==> src/verilog/wng_log_pkg.sv <==
// Purpose: Shared constants for the warning and serial error logger.
// Assumes: One clock domain, history depth of ten entries.
// Notes: Codes are eight bits wide.
package wng_log_pkg;
  localparam int HIST_DEPTH = 10;
  localparam int CODE_W = 8;
  localparam int IDX_W = 4;
  localparam int TORQUE_W = 16;
  localparam int ERRCNT_W = 8;
  localparam logic [7:0] CODE_OVERLOAD = 8'h30;
  localparam logic [7:0] CODE_OPERR = 8'h6C;
  localparam logic [7:0] CODE_FRAME = 8'h84;
  localparam logic [7:0] CODE_UNDEF = 8'h88;
  localparam logic [7:0] CODE_TOOLBUSY = 8'h89;
  localparam logic [7:0] CODE_NVBUSY = 8'h8A;
  localparam logic [7:0] CODE_RANGE = 8'h8C;
  localparam logic [7:0] CODE_STATE = 8'h8D;
  localparam logic [7:0] CODE_NONE = 8'h00;
  localparam logic [7:0] ALARM_SERIAL = 8'h84;
  localparam logic [15:0] OVERLOAD_RST = 16'hFFFF;
  localparam logic [7:0] ERRLIMIT_RST = 8'h03;
  typedef enum logic [2:0] {
    RD_IDLE = 3'b001,
    RD_WARN = 3'b010,
    RD_COMM = 3'b100
  } rd_state_t;
endpackage : wng_log_pkg

==> src/verilog/pin_sync.sv <==
// Purpose: Three-stage synchroniser with agreement filter for pin inputs.
// Assumes: Input may change at any time relative to ref_clk.
// Notes: Output changes once stages two and three agree.
`timescale 1ns/1ns
module pin_sync #(
  parameter int WIDTH = 1
) (
  // Clock and reset
  input wire logic ref_clk,
  input wire logic rst,
  // Pins
  input wire logic [WIDTH-1:0] pinIn,
  output logic [WIDTH-1:0] pinOut
);
  logic [WIDTH-1:0] s1_r;
  logic [WIDTH-1:0] s2_r;
  logic [WIDTH-1:0] s3_r;
  logic [WIDTH-1:0] out_r;
  logic [WIDTH-1:0] agree;
  logic [WIDTH-1:0] out_nxt;
  assign agree = ~(s2_r ^ s3_r);
  assign out_nxt = (agree & s2_r) | (~agree & out_r);
  always_ff @(posedge ref_clk or posedge rst) begin
    if (rst) begin
      s1_r <= '0;
      s2_r <= '0;
      s3_r <= '0;
      out_r <= '0;
    end else begin
      s1_r <= pinIn;
      s2_r <= s1_r;
      s3_r <= s2_r;
      out_r <= out_nxt;
    end
  end
  assign pinOut = out_r;
endmodule : pin_sync

==> src/verilog/code_history.sv <==
// Purpose: Newest-first history of event codes.
// Assumes: At most one push per cycle; clear takes priority over a push.
// Notes: Reset stands for power loss and empties the history.
`timescale 1ns/1ns
module code_history
  import wng_log_pkg::*;
#(
  parameter int DEPTH = HIST_DEPTH
) (
  // Clock and reset
  input wire logic ref_clk,
  input wire logic rst,
  // Control
  input wire logic push,
  input wire logic [CODE_W-1:0] pushCode,
  input wire logic clear,
  // Read port
  input wire logic [IDX_W-1:0] rdIdx,
  output logic [CODE_W-1:0] rdCode,
  output logic [IDX_W-1:0] count
);
  // The count must fit the index width, so fifteen entries at the most.
  if (DEPTH < 1 || DEPTH > 15) begin : g_bad_depth
    $error("code_history: DEPTH out of range");
  end
  logic [CODE_W-1:0] mem_r [DEPTH];
  logic [IDX_W-1:0] count_r;
  logic [IDX_W-1:0] count_nxt;
  assign count_nxt = (count_r == IDX_W'(DEPTH)) ? count_r : count_r + 1'b1;
  always_ff @(posedge ref_clk or posedge rst) begin
    if (rst) begin
      count_r <= '0;
      for (int i = 0; i < DEPTH; i++) begin
        mem_r[i] <= '0;
      end
    end else if (clear) begin
      count_r <= '0;
      for (int i = 0; i < DEPTH; i++) begin
        mem_r[i] <= '0;
      end
    end else if (push) begin
      mem_r[0] <= pushCode;
      for (int i = 1; i < DEPTH; i++) begin
        mem_r[i] <= mem_r[i-1];
      end
      count_r <= count_nxt;
    end
  end
  assign count = count_r;
  assign rdCode = (rdIdx < IDX_W'(DEPTH) && rdIdx < count_r) ? mem_r[rdIdx] : CODE_NONE;
endmodule : code_history

==> src/verilog/warning_and_comm_error_logger.sv <==
// Purpose: Warning output and warning/serial error histories of a motor driver.
// Assumes: Frame decoding and command classification are done upstream on ref_clk.
// Notes: Motor control is outside; nothing here gates it.
//
// Overview of operation
// - Warning output rises whenever any warning cause is active.
// - Warnings never stop or inhibit the motor.
// - Warning output falls by itself once all causes are gone.
// - Load torque above overload threshold raises warning 30h.
// - Run input on test exit or active terminal on reassign gives 6Ch.
// - Ten warnings are kept, newest first, in volatile storage.
// - Monitor command returns the warning history.
// - Maintenance command erases the warning history.
// - Power loss empties the warning history.
// - Ten serial error codes are kept, newest first.
// - Monitor command returns the serial error history.
// - Maintenance command erases the serial error history.
// - Power loss empties the serial error history.
// - Framing or block check error is logged as 84h.
// - Undefined command is not executed and logged as 88h.
// - Request during setup-tool session is refused and logged as 89h.
// - Memory busy, internal busy or memory alarm refuses with 8Ah.
// - Out-of-range setting data is rejected and logged as 8Ch.
// - Command not allowed in current state is rejected as 8Dh.
// - Consecutive framing or block check error count reaching the limit raises alarm 84h.
`timescale 1ns/1ns
module warning_and_comm_error_logger
  import wng_log_pkg::*;
#(
  parameter int DEPTH = HIST_DEPTH
) (
  // Clock and reset
  input wire logic ref_clk,
  input wire logic rst,
  // Warning causes
  input wire logic [TORQUE_W-1:0] loadTorque,
  input wire logic [TORQUE_W-1:0] overloadLevel,
  input wire logic forward_run_input,
  input wire logic reverse_run_input,
  input wire logic testModeExit,
  input wire logic assignChange,
  input wire logic assignedTermActive,
  // Warning output
  output logic warning_out,
  // Received request, one-cycle valid with its classification
  input wire logic reqValid,
  input wire logic frameErr,
  input wire logic block_check_char_err,
  input wire logic cmdUndefined,
  input wire logic toolSession,
  input wire logic nvProcessing,
  input wire logic internal_busy_flag,
  input wire logic nvAlarm,
  input wire logic dataOutOfRange,
  input wire logic stateForbids,
  input wire logic cmdMonitorWarn,
  input wire logic cmdMonitorComm,
  input wire logic cmdClearWarn,
  input wire logic cmdClearComm,
  input wire logic [ERRCNT_W-1:0] errLimit,
  // Request outcome
  output logic reqExecute,
  output logic reqReject,
  output logic [CODE_W-1:0] rejectCode,
  output logic serialAlarm,
  output logic [CODE_W-1:0] alarmCode,
  // History read-out
  output logic rdValid,
  output logic rdIsComm,
  output logic [IDX_W-1:0] rdIndex,
  output logic [CODE_W-1:0] rdData,
  output logic rdLast
);
  // The histories count in four bits, so fifteen entries at the most.
  if (DEPTH < 1 || DEPTH > 15) begin : g_bad_depth
    $error("logger: DEPTH out of range");
  end

  // ****************************************
  // Input synchronisation
  // ****************************************
  logic [1:0] runSync;
  pin_sync #(.WIDTH(2)) u_run_sync (
    .ref_clk(ref_clk),
    .rst(rst),
    .pinIn({forward_run_input, reverse_run_input}),
    .pinOut(runSync)
  );

  // ****************************************
  // Warning causes
  // ****************************************
  // overload compare
  wire overloadNow = loadTorque > overloadLevel;
  wire opErrEvent = (testModeExit && (runSync != 2'b00)) ||
                    (assignChange && assignedTermActive);
  logic overload_r;
  logic opErr_r;
  logic warn_r;
  // The operation error stays up until the offending inputs drop.
  wire opErr_nxt = opErrEvent || (opErr_r && ((runSync != 2'b00) || assignedTermActive));
  wire overloadRise = overloadNow && !overload_r;
  wire opErrRise = opErr_nxt && !opErr_r;
  always_ff @(posedge ref_clk or posedge rst) begin
    if (rst) begin
      overload_r <= 1'b0;
      opErr_r <= 1'b0;
      warn_r <= 1'b0;
    end else begin
      overload_r <= overloadNow;
      opErr_r <= opErr_nxt;
      warn_r <= overloadNow || opErr_nxt;
    end
  end
  // no motor inhibit: this output reaches no stop path.
  assign warning_out = warn_r;

  // ****************************************
  // Request classification
  // ****************************************
  // Priority follows link order: a broken frame cannot be trusted for anything else.
  function automatic logic [CODE_W-1:0] classify(
    input logic fe, input logic und, input logic tool, input logic nv,
    input logic rng, input logic st);
    if (fe) return CODE_FRAME;
    else if (und) return CODE_UNDEF;
    else if (tool) return CODE_TOOLBUSY;
    else if (nv) return CODE_NVBUSY;
    else if (rng) return CODE_RANGE;
    else if (st) return CODE_STATE;
    else return CODE_NONE;
  endfunction : classify

  logic fe;
  assign fe = frameErr || block_check_char_err;
  logic nvBlock;
  assign nvBlock = nvProcessing || internal_busy_flag || nvAlarm;
  logic [CODE_W-1:0] cls;
  assign cls = classify(fe, cmdUndefined, toolSession, nvBlock, dataOutOfRange, stateForbids);
  logic isReject;
  logic isOk;
  assign isReject = reqValid && (cls != CODE_NONE);
  assign isOk = reqValid && (cls == CODE_NONE);

  // ****************************************
  // Request outcome
  // ****************************************
  logic exec_r;
  logic rej_r;
  logic [CODE_W-1:0] rejCode_r;
  always_ff @(posedge ref_clk or posedge rst) begin
    if (rst) begin
      exec_r <= 1'b0;
      rej_r <= 1'b0;
      rejCode_r <= CODE_NONE;
    end else begin
      exec_r <= isOk;
      rej_r <= isReject;
      if (isReject) begin
        rejCode_r <= cls;
      end
    end
  end
  assign reqExecute = exec_r;
  assign reqReject = rej_r;
  assign rejectCode = rejCode_r;

  // ****************************************
  // Consecutive serial error alarm
  // ****************************************
  logic [ERRCNT_W-1:0] errCnt_r;
  logic [ERRCNT_W-1:0] errCnt_nxt;
  logic alarmHit;
  logic alarm_r;
  logic [CODE_W-1:0] alarmCode_r;
  // The count saturates so that a long burst cannot wrap back under the limit.
  assign errCnt_nxt = (errCnt_r == '1) ? errCnt_r : errCnt_r + 1'b1;
  assign alarmHit = reqValid && fe && (errLimit != '0) && (errCnt_nxt >= errLimit);
  always_ff @(posedge ref_clk or posedge rst) begin
    if (rst) begin
      errCnt_r <= '0;
    end else if (reqValid && fe) begin
      errCnt_r <= errCnt_nxt;
    end else if (reqValid) begin
      errCnt_r <= '0;
    end
  end
  // The alarm is sticky: only a reset, which stands for power loss, takes it away.
  always_ff @(posedge ref_clk or posedge rst) begin
    if (rst) begin
      alarm_r <= 1'b0;
      alarmCode_r <= CODE_NONE;
    end else if (alarmHit) begin
      alarm_r <= 1'b1;
      alarmCode_r <= ALARM_SERIAL;
    end
  end
  assign serialAlarm = alarm_r;
  assign alarmCode = alarmCode_r;

  // ****************************************
  // Histories
  // ****************************************
  logic [IDX_W-1:0] idx_r;
  logic [CODE_W-1:0] warnRd;
  logic [CODE_W-1:0] commRd;
  logic [IDX_W-1:0] warnCount;
  logic [IDX_W-1:0] commCount;
  wire clrWarn = isOk && cmdClearWarn;
  wire clrComm = isOk && cmdClearComm;
  // A new warning wins one entry; if both causes rise together only overload is logged, not 6Ch.
  wire warnPush = overloadRise || opErrRise;
  wire [CODE_W-1:0] warnCode = overloadRise ? CODE_OVERLOAD : CODE_OPERR;

  code_history #(.DEPTH(DEPTH)) u_warn_hist (
    .ref_clk(ref_clk),
    .rst(rst),
    .push(warnPush),
    .pushCode(warnCode),
    .clear(clrWarn),
    .rdIdx(idx_r),
    .rdCode(warnRd),
    .count(warnCount)
  );
  code_history #(.DEPTH(DEPTH)) u_comm_hist (
    .ref_clk(ref_clk),
    .rst(rst),
    .push(isReject),
    .pushCode(cls),
    .clear(clrComm),
    .rdIdx(idx_r),
    .rdCode(commRd),
    .count(commCount)
  );

  // ****************************************
  // Monitor read-out
  // ****************************************
  rd_state_t st_r;
  rd_state_t st_nxt;
  wire lastIdx = idx_r == IDX_W'(DEPTH - 1);
  always_comb begin
    st_nxt = st_r;
    case (st_r)
      RD_IDLE: begin
        if (isOk && cmdMonitorWarn) st_nxt = RD_WARN;
        else if (isOk && cmdMonitorComm) st_nxt = RD_COMM;
      end
      RD_WARN: begin
        if (lastIdx) st_nxt = RD_IDLE;
      end
      RD_COMM: begin
        if (lastIdx) st_nxt = RD_IDLE;
      end
      default: st_nxt = RD_IDLE;
    endcase
  end

  logic rdValid_r;
  logic rdIsComm_r;
  logic [IDX_W-1:0] rdIndex_r;
  logic [CODE_W-1:0] rdData_r;
  logic rdLast_r;
  always_ff @(posedge ref_clk or posedge rst) begin
    if (rst) begin
      st_r <= RD_IDLE;
      idx_r <= '0;
    end else begin
      st_r <= st_nxt;
      idx_r <= (st_r == RD_IDLE || lastIdx) ? '0 : idx_r + 1'b1;
    end
  end
  // Outputs lag the index by one cycle so that data and index leave together.
  always_ff @(posedge ref_clk or posedge rst) begin
    if (rst) begin
      rdValid_r <= 1'b0;
      rdIsComm_r <= 1'b0;
      rdIndex_r <= '0;
      rdData_r <= CODE_NONE;
      rdLast_r <= 1'b0;
    end else begin
      rdValid_r <= st_r != RD_IDLE;
      rdIsComm_r <= st_r == RD_COMM;
      rdIndex_r <= idx_r;
      rdData_r <= (st_r == RD_COMM) ? commRd : warnRd;
      rdLast_r <= (st_r != RD_IDLE) && lastIdx;
    end
  end
  assign rdValid = rdValid_r;
  assign rdIsComm = rdIsComm_r;
  assign rdIndex = rdIndex_r;
  assign rdData = rdData_r;
  assign rdLast = rdLast_r;
endmodule : warning_and_comm_error_logger

==> config.mk <==
export PLATFORM = sky130hd
export DESIGN_NAME = warning_and_comm_error_logger
export DESIGN_NICKNAME = d
export VERILOG_FILES = /design/src/verilog/wng_log_pkg.sv /design/src/verilog/pin_sync.sv /design/src/verilog/code_history.sv /design/src/verilog/warning_and_comm_error_logger.sv
export SDC_FILE = /design/constraint.sdc
export NUM_CORES = 1
export LEC_CHECK = 0
export BUFFER_PORTS_ARGS = -buffer_cell sky130_fd_sc_hd__buf_2
export CAP_MARGIN = 20
export CORE_MARGIN = 8
export CORE_UTILIZATION = 33
export CTS_CLUSTER_SIZE = 16
export DETAILED_ROUTE_END_ITERATION = 16
export SYNTH_ARGS = -nofsm -noshare
export SYNTH_HDL_FRONTEND = slang
export SYNTH_SLANG_ARGS = --single-unit
==> constraint.sdc <==
create_clock -name ref_clk -period 9.7 [get_ports ref_clk]
set_input_delay 1.94 -clock ref_clk [delete_from_list [all_inputs] [get_ports ref_clk]]
set_output_delay 1.94 -clock ref_clk [all_outputs]
set_load 0.02 [all_outputs]
==> results of run 1 <==
-- path summary, 6_finish.rpt --
check,start,endpoint,slack [ns],cells after the start
hold reg to reg,u_run_sync.s1_r[0],u_run_sync.s2_r[0],0.35,0
hold / removal,u_run_sync.s1_r[0],u_run_sync.s2_r[0],0.35,0
max in group asynchronous,rst,u_comm_hist.mem_r[15],6.77,3
setup reg to reg,idx_r[0],rdData[2],7.02,6
min in group asynchronous,rst,errCnt_r[6],1.61,2
setup / recovery,nvAlarm,u_comm_hist.mem_r[39],5.50,8
-- state kept, by name, indices dropped and copies added (netlist names), named ones only --
signal	flops
rdIndex	4
rdIsComm	1
st_r	3
alarmCode	1
u_run_sync.s3_r	2
rdLast	1
rejectCode	5
u_comm_hist.mem_r	50
errCnt_r	8
idx_r	4
warning_out	1
overload_r	1
u_run_sync.s1_r	2
rdData	8
reqReject	1
u_run_sync.s2_r	2
rdValid	1
u_comm_hist.count	4
reqExecute	1
opErr_r	1
u_warn_hist.count	4
u_warn_hist.mem_r	30
-- cells in the mapped netlist (all sizes together) (2+ instances only) --
library cell  number
a21o              10
a21oi             23
a22o              51
a31oi              4
and2               9
and3               4
buf               26
clkbuf            12
dfrtp            136
ha                37
inv               42
maj3               2
mux2i             43
mux4              15
nand2             26
nand2b             5
nand3             10
nand4              8
nor2              57
nor2b              4
nor3               7
nor3b              3
nor4               4
o21a               4
o21ai             22
o22ai              8
o31ai              4
or2                4
xnor2              6
xor2               2
-- cell families (layout without fill, tap and decap cells) --
family	count (synthesis)	in the layout	synth area share
other	1	9	0.0005419
flip-flops	137	137	0.4956
AO/OA/AOI/OAI	137	137	0.1455
XOR/XNOR	8	8	0.01013
buffers and inverters	80	167	0.06165
adder cells (fa/ha/maj)	39	39	0.06979
AND/OR/NAND/NOR	144	144	0.1041
multiplexers	59	59	0.1126
-- cell usage in the layout, fill, tap and decap left out, types with 2 or more instances in the layout --
cell / count
dfrtp_1: 136
buf_2: 86
nor2_1: 56
a22o_1: 51
mux2i_1: 43
inv_1: 40
ha_1: 37
nand2_1: 26
o21ai_0: 22
a21oi_1: 22
clkbuf_16: 17
mux4_2: 15
nand3_1: 9
conb_1: 9
a21o_1: 8
and2_1: 8
o22ai_1: 8
nand4_1: 7
buf_4: 7
xnor2_1: 6
nor3_1: 5
nand2b_1: 5
o21a_1: 4
nor4_1: 4
clkinvlp_4: 4
nor3b_1: 3
a31oi_1: 3
and3_1: 3
or2_2: 3
o31ai_1: 3
nor2b_1: 3
inv_6: 3
clkinv_4: 3
clkinv_2: 3
a21o_2: 2
xor2_1: 2
maj3_1: 2
bufinv_16: 2
-- layout make-up --
cell class	count	area, um^2	share of cell area
well taps	275	344.1	0.04247
clock buffers	18	439.2	0.05421
flip-flops and latches	137	3430	0.4233
clock inverters	14	148.9	0.01838
inverters	42	162.7	0.02008
multi-input cells	396	3094	0.3819
repair buffers	93	483.0	0.05961
-- power by group through the flow --
| stage | registers, mW | clock network, mW | logic (mW) |
|---|---|---|---|
| after floorplan | 0.738 | 0 | 0.240 |
| after global placement | 0.746 | 0 | 0.301 |
| after detailed placement | 0.747 | 0 | 0.308 |
| after CTS | 0.739 | 0.656 | 0.310 |
| after global routing | 0.752 | 0.683 | 0.348 |
| final | 0.739 | 0.637 | 0.304 |
-- critical path: stages --
cell	delay, ns
buf_2	0.11
nor3_4	0.24
nand3_2	0.15
o31ai_2	0.34
inv_2	0.42
nor2_2	0.70
buf_4	0.44
a22o_1	0.19
-- routing by layer --
metal / part of all wire / up-vias
met2: 0.42 / 112
met4: 0.013 / 0
met1: 0.51 / 2334
met3: 0.053 / 10
li1: - / 2324
met5: 0 / -
==> metrics.md, run 1 <==
| Metric | Value |
|---|---|
| GRT met2 Usage | `0.1644` |
| Fillers | `2054` |
| Placed Area | `7513 um^2` |
| Critical Path Sink Type | `flip-flop` |
| DRT antenna net count | `0` |
| GR met3 Demand/Resource | `0.03430` |
| WS Path Type | `in -> reg` |
| Tot Pwr | `1.680 mW` |
| Congestion Overflow GR | `0` |
| Drt wl/cell | `14.81 um` |
| Netlist cell types | `65` |
| Combinational Power Share | `0.181` |
| Hold Crit Class | `reg -> reg` |
| Routability congestion estimate from global placement | `0.7475` |
| Setup Buffers After CTS | `0` |
| DR vias | `4780` |
| Synth top area share | `0.4918` |
| Starting Density | `0.3324` |
| Setup_tns | `0 ns` |
| Root buffer cell | `clkbuf_16` |
| Final Cycle Share | `0.4332` |
| Fin. Hold Viols | `0` |
| CTS tree | `yes` |
| Fmax | `238.0 MHz` |
| Top Ports | `96` |
| Core box area | `20820 um^2` |
| Crit-path max FO | `53` |
| Max Cap Viol | `0` |
| Cts repair resizes | `0` |
| CP Launch Type | `input pin` |
| Row cnt | `53` |
| Worst EP required | `10.05 ns` |
| Final setup vio count | `0` |
| Skew-Pair Late Insertion Delay | `0.41 ns` |
| Run status | `finished, final reports clean` |
| Reg power frac | `0.440` |
| Ys Warns | `0` |
| CTS Hold Bufs | `0` |
| Slew of the pin with the lowest slew margin | `0.8944 ns` |
| IO Port Bufs | `86` |
| Avg Inst Size Synth | `11.44 um^2` |
| Post-Place Cells | `943` |
| Layout cells sized above 1 | `0.2314` |
| GRT Util Overall | `0.1151` |
| Post-synth EDFFs | `0` |
| Post-Layout Cell Count | `975` |
| Synthesized cell area | `6920 um^2` |
| DR DRC count | `0` |
| Max transition margin | `0.4037` |
| Drt via density | `4.903` |
| Max Root-Sink Buffers | `2` |
| Post-synth top flop | `dfrtp_1` |
| Nets | `785` |
| Fin area | `8102 um^2` |
| Hold Worst Slack | `0.3501 ns` |
| Switching power | `0.4797 mW` |
| Post-synth ARST share | `1.000` |
| Antenna diodes | `0` |
| Worst Path Arrival | `4.55 ns` |
| Largest area contributor in the netlist | `dfrtp_1` |
| Final worst slack | `5.498 ns` |
| CTS HTree Levels | `4` |
| Initial antenna violation count | `0` |
| Die area | `25860 um^2` |
| CTS buffer count | `17` |
| Die height | `160.8 um` |
| Switching portion of total power | `0.2856` |
| Clock power frac | `0.379` |
| VDD IR max | `0.1256 mV` |
| Flops & latches, synth | `137` |
| DR pass1 iterations | `5` |
| Place WS | `5.044 ns` |
| Die width | `160.8 um` |
| Register area share after synthesis | `0.4956` |
| Unrepaired setup endpoints after global routing | `no` |
| Number of global-route vias before repair | `4831` |
| Most Crowded Layer GR | `met2` |
| Leak pwr | `3.812 nW` |
| CTS clk-pin slew, worst paths | `0.06 ns` |
| Met1 Use GR | `0.1629` |
| DPL Wire Length | `10040 um` |
| Clock skew | `0.006640 ns` |
| Initial drt markers | `274` |
| First-pass GRT wire length | `24430 um` |
| Minimum clock period after layout | `4.202 ns` |
| DRT Wirelength | `14440 um` |
| Area grow syn2layout | `17.07%` |
| Slew Limit Fails | `0` |
| Synth area leaders | `dfrtp_1 49%, ha_1 6.7%, a22o_1 6.5%` |
| P_int | `1.200 mW` |
| Pwr Density | `207.3 nW/um^2` |
| Layout Utilization | `0.3891` |
| CTS Sinks | `137` |
| Cells after Synth | `605` |
| Largest net degree at the start of global routing | `73` |
Power figures use the tool's default switching activity.
==> run 2: changes to the inputs <==
==> constraint.sdc (replaced) <==
create_clock -name ref_clk -period 3.89 [get_ports ref_clk]
set_input_delay 0.778 -clock ref_clk [delete_from_list [all_inputs] [get_ports ref_clk]]
set_output_delay 0.778 -clock ref_clk [all_outputs]
set_load 0.02 [all_outputs]
==> metrics.md, run 2 (same netlist as run 1, synthesis figures left out) <==
| Metric | Value |
|---|---|
| Number of global-route vias before repair | `4759` |
| Congestion Overflow GR | `0` |
| CTS Sinks | `137` |
| Post-Place Cells | `945` |
| Max transition margin | `0.4963` |
| Placed Area | `7552 um^2` |
| R2r startpoint | `errCnt_r[0]` |
| Die width | `160.8 um` |
| Antenna diodes | `0` |
| Critical Path Sink Type | `flip-flop` |
| CTS buffer count | `17` |
| DRT Wirelength | `14620 um` |
| Fin area | `8149 um^2` |
| Hold depth | `0` |
| Drt via density | `4.850` |
| DR DRC count | `0` |
| Leak pwr | `3.845 nW` |
| Critical Path Max Stage Delay | `0.49 ns` |
| Area grow syn2layout | `17.75%` |
| CTS Hold Bufs | `0` |
| Post-Layout Cell Count | `977` |
| CTS clk-pin slew, worst paths | `0.06 ns` |
| Cts repair resizes | `0` |
| Run status | `finished, final reports clean` |
| Top Ports | `96` |
| Biggest register | `u_comm_hist.mem_r` |
| Row cnt | `53` |
| Final worst slack | `1.314 ns` |
| Place WS | `0.8566 ns` |
| Setup_tns | `0 ns` |
| Initial drt markers | `242` |
| Top flop regs | `u_comm_hist.mem_r (50), u_warn_hist.mem_r (30)` |
| DPL Wire Length | `9775 um` |
| Final Cycle Share | `0.6622` |
| CTS HTree Levels | `4` |
| Slew of the pin with the lowest slew margin | `0.7555 ns` |
| Max reg flops | `50` |
| Crit-path max FO | `24` |
| Pwr Density | `518.9 nW/um^2` |
| IO Port Bufs | `86` |
| CP Launch Type | `input pin` |
| Worst EP required | `4.19 ns` |
| Die area | `25860 um^2` |
| Clock skew | `0.006610 ns` |
| CP cell instances | `buf_2, inv_1, ha_1, nand4_2, a2111o_1, a31oi_4, buf_12, mux2i_1, nor2_1` |
| Largest net degree at the start of global routing | `138` |
| Layout Utilization | `0.3914` |
| Hold Crit Class | `reg -> reg` |
| Root buffer cell | `clkbuf_16` |
| Hold Worst Slack | `0.3476 ns` |
| Slew Limit Fails | `0` |
| Max Cap Viol | `0` |
| Unrepaired setup endpoints after global routing | `no` |
| Worst Reg-to-Reg Cells | `10` |
| Critical Path Start | `overloadLevel[15]` |
| Routability congestion estimate from global placement | `0.7472` |
| First-pass GRT wire length | `24960 um` |
| Initial antenna violation count | `0` |
| Skew-Pair Late Insertion Delay | `0.42 ns` |
| Drt wl/cell | `14.96 um` |
| Core box area | `20820 um^2` |
| GRT Util Overall | `0.1181` |
| Nets | `787` |
| Worst Hold Launch | `u_run_sync.s1_r[1]` |
| Max Root-Sink Buffers | `2` |
| Most frequent cells in the layout | `136 x dfrtp_1, 86 x buf_2, 56 x nor2_1, 51 x a22o_1, 43 x mux2i_1` |
| Fin. Hold Viols | `0` |
| Tot Pwr | `4.228 mW` |
| CTS tree | `yes` |
| DR pass1 iterations | `5` |
| Minimum clock period after layout | `2.576 ns` |
| Setup Buffers After CTS | `0` |
| Die height | `160.8 um` |
| DRT antenna net count | `0` |
| CP max-delay cell | `a31oi_4` |
| WS Path Type | `in -> reg` |
| VDD IR max | `0.3766 mV` |
| Most common cell after layout, fill and taps aside | `dfrtp_1` |
| Layout cells sized above 1 | `0.2336` |
| Final setup vio count | `0` |
| Worst Path Arrival | `2.87 ns` |
| DR vias | `4738` |
| Starting Density | `0.3324` |
| Fmax | `388.2 MHz` |
==> run 2: path summary, 6_finish.rpt <==
| path | to | slack (ns) |
|---|---|---|
| worst max-delay path | u_warn_hist.mem_r[20] | 1.31 |
| worst min register to register | u_run_sync.s2_r[1] | 0.35 |
| max in group asynchronous | u_comm_hist.mem_r[75] | 2.79 |
| worst max register to register | alarmCode[2] | 1.34 |
| min in group asynchronous | asynchronous set/reset pin | 0.53 |
| worst min-delay path | u_run_sync.s2_r[1] | 0.35 |
==> run 2: layout make-up <==
class	count	area [um^2]
Clock inverter	15	171.4
Sequential cell	137	3430
Clock buffer	17	425.4
Fill cell	2042	12670
Tap cell	275	344.1
Inverter	42	161.4
Timing Repair Buffer	95	523.0
Multi-Input combinational cell	396	3094
==> run 2: critical path, delay by kind of cell <==
family | cells | cell delay, ns
and+or+nand+nor | 2 | 0.21
buffers and inverters | 3 | 0.38
adders and majority gates | 1 | 0.32
AOI/OAI and AO/OA | 2 | 0.95
muxes | 1 | 0.22
==> run 2: metal layers <==
layer | part of all wire | global-route usage | vias up | wire length, um
li1 | - | - | 2329 | -
met1 | 0.52 | 0.1714 | 2282 | 7610
met2 | 0.42 | 0.1615 | 123 | 6128
met3 | 0.054 | 0.03583 | 4 | 796
met4 | 0.0055 | 0.04167 | 0 | 81
met5 | 0 | 0 | - | 0
==> run 2: report_power, final <==
part	internal, mW	switching (mW)
sequential	1.66	0.182
clock	0.920	0.700
combinational	0.373	0.393
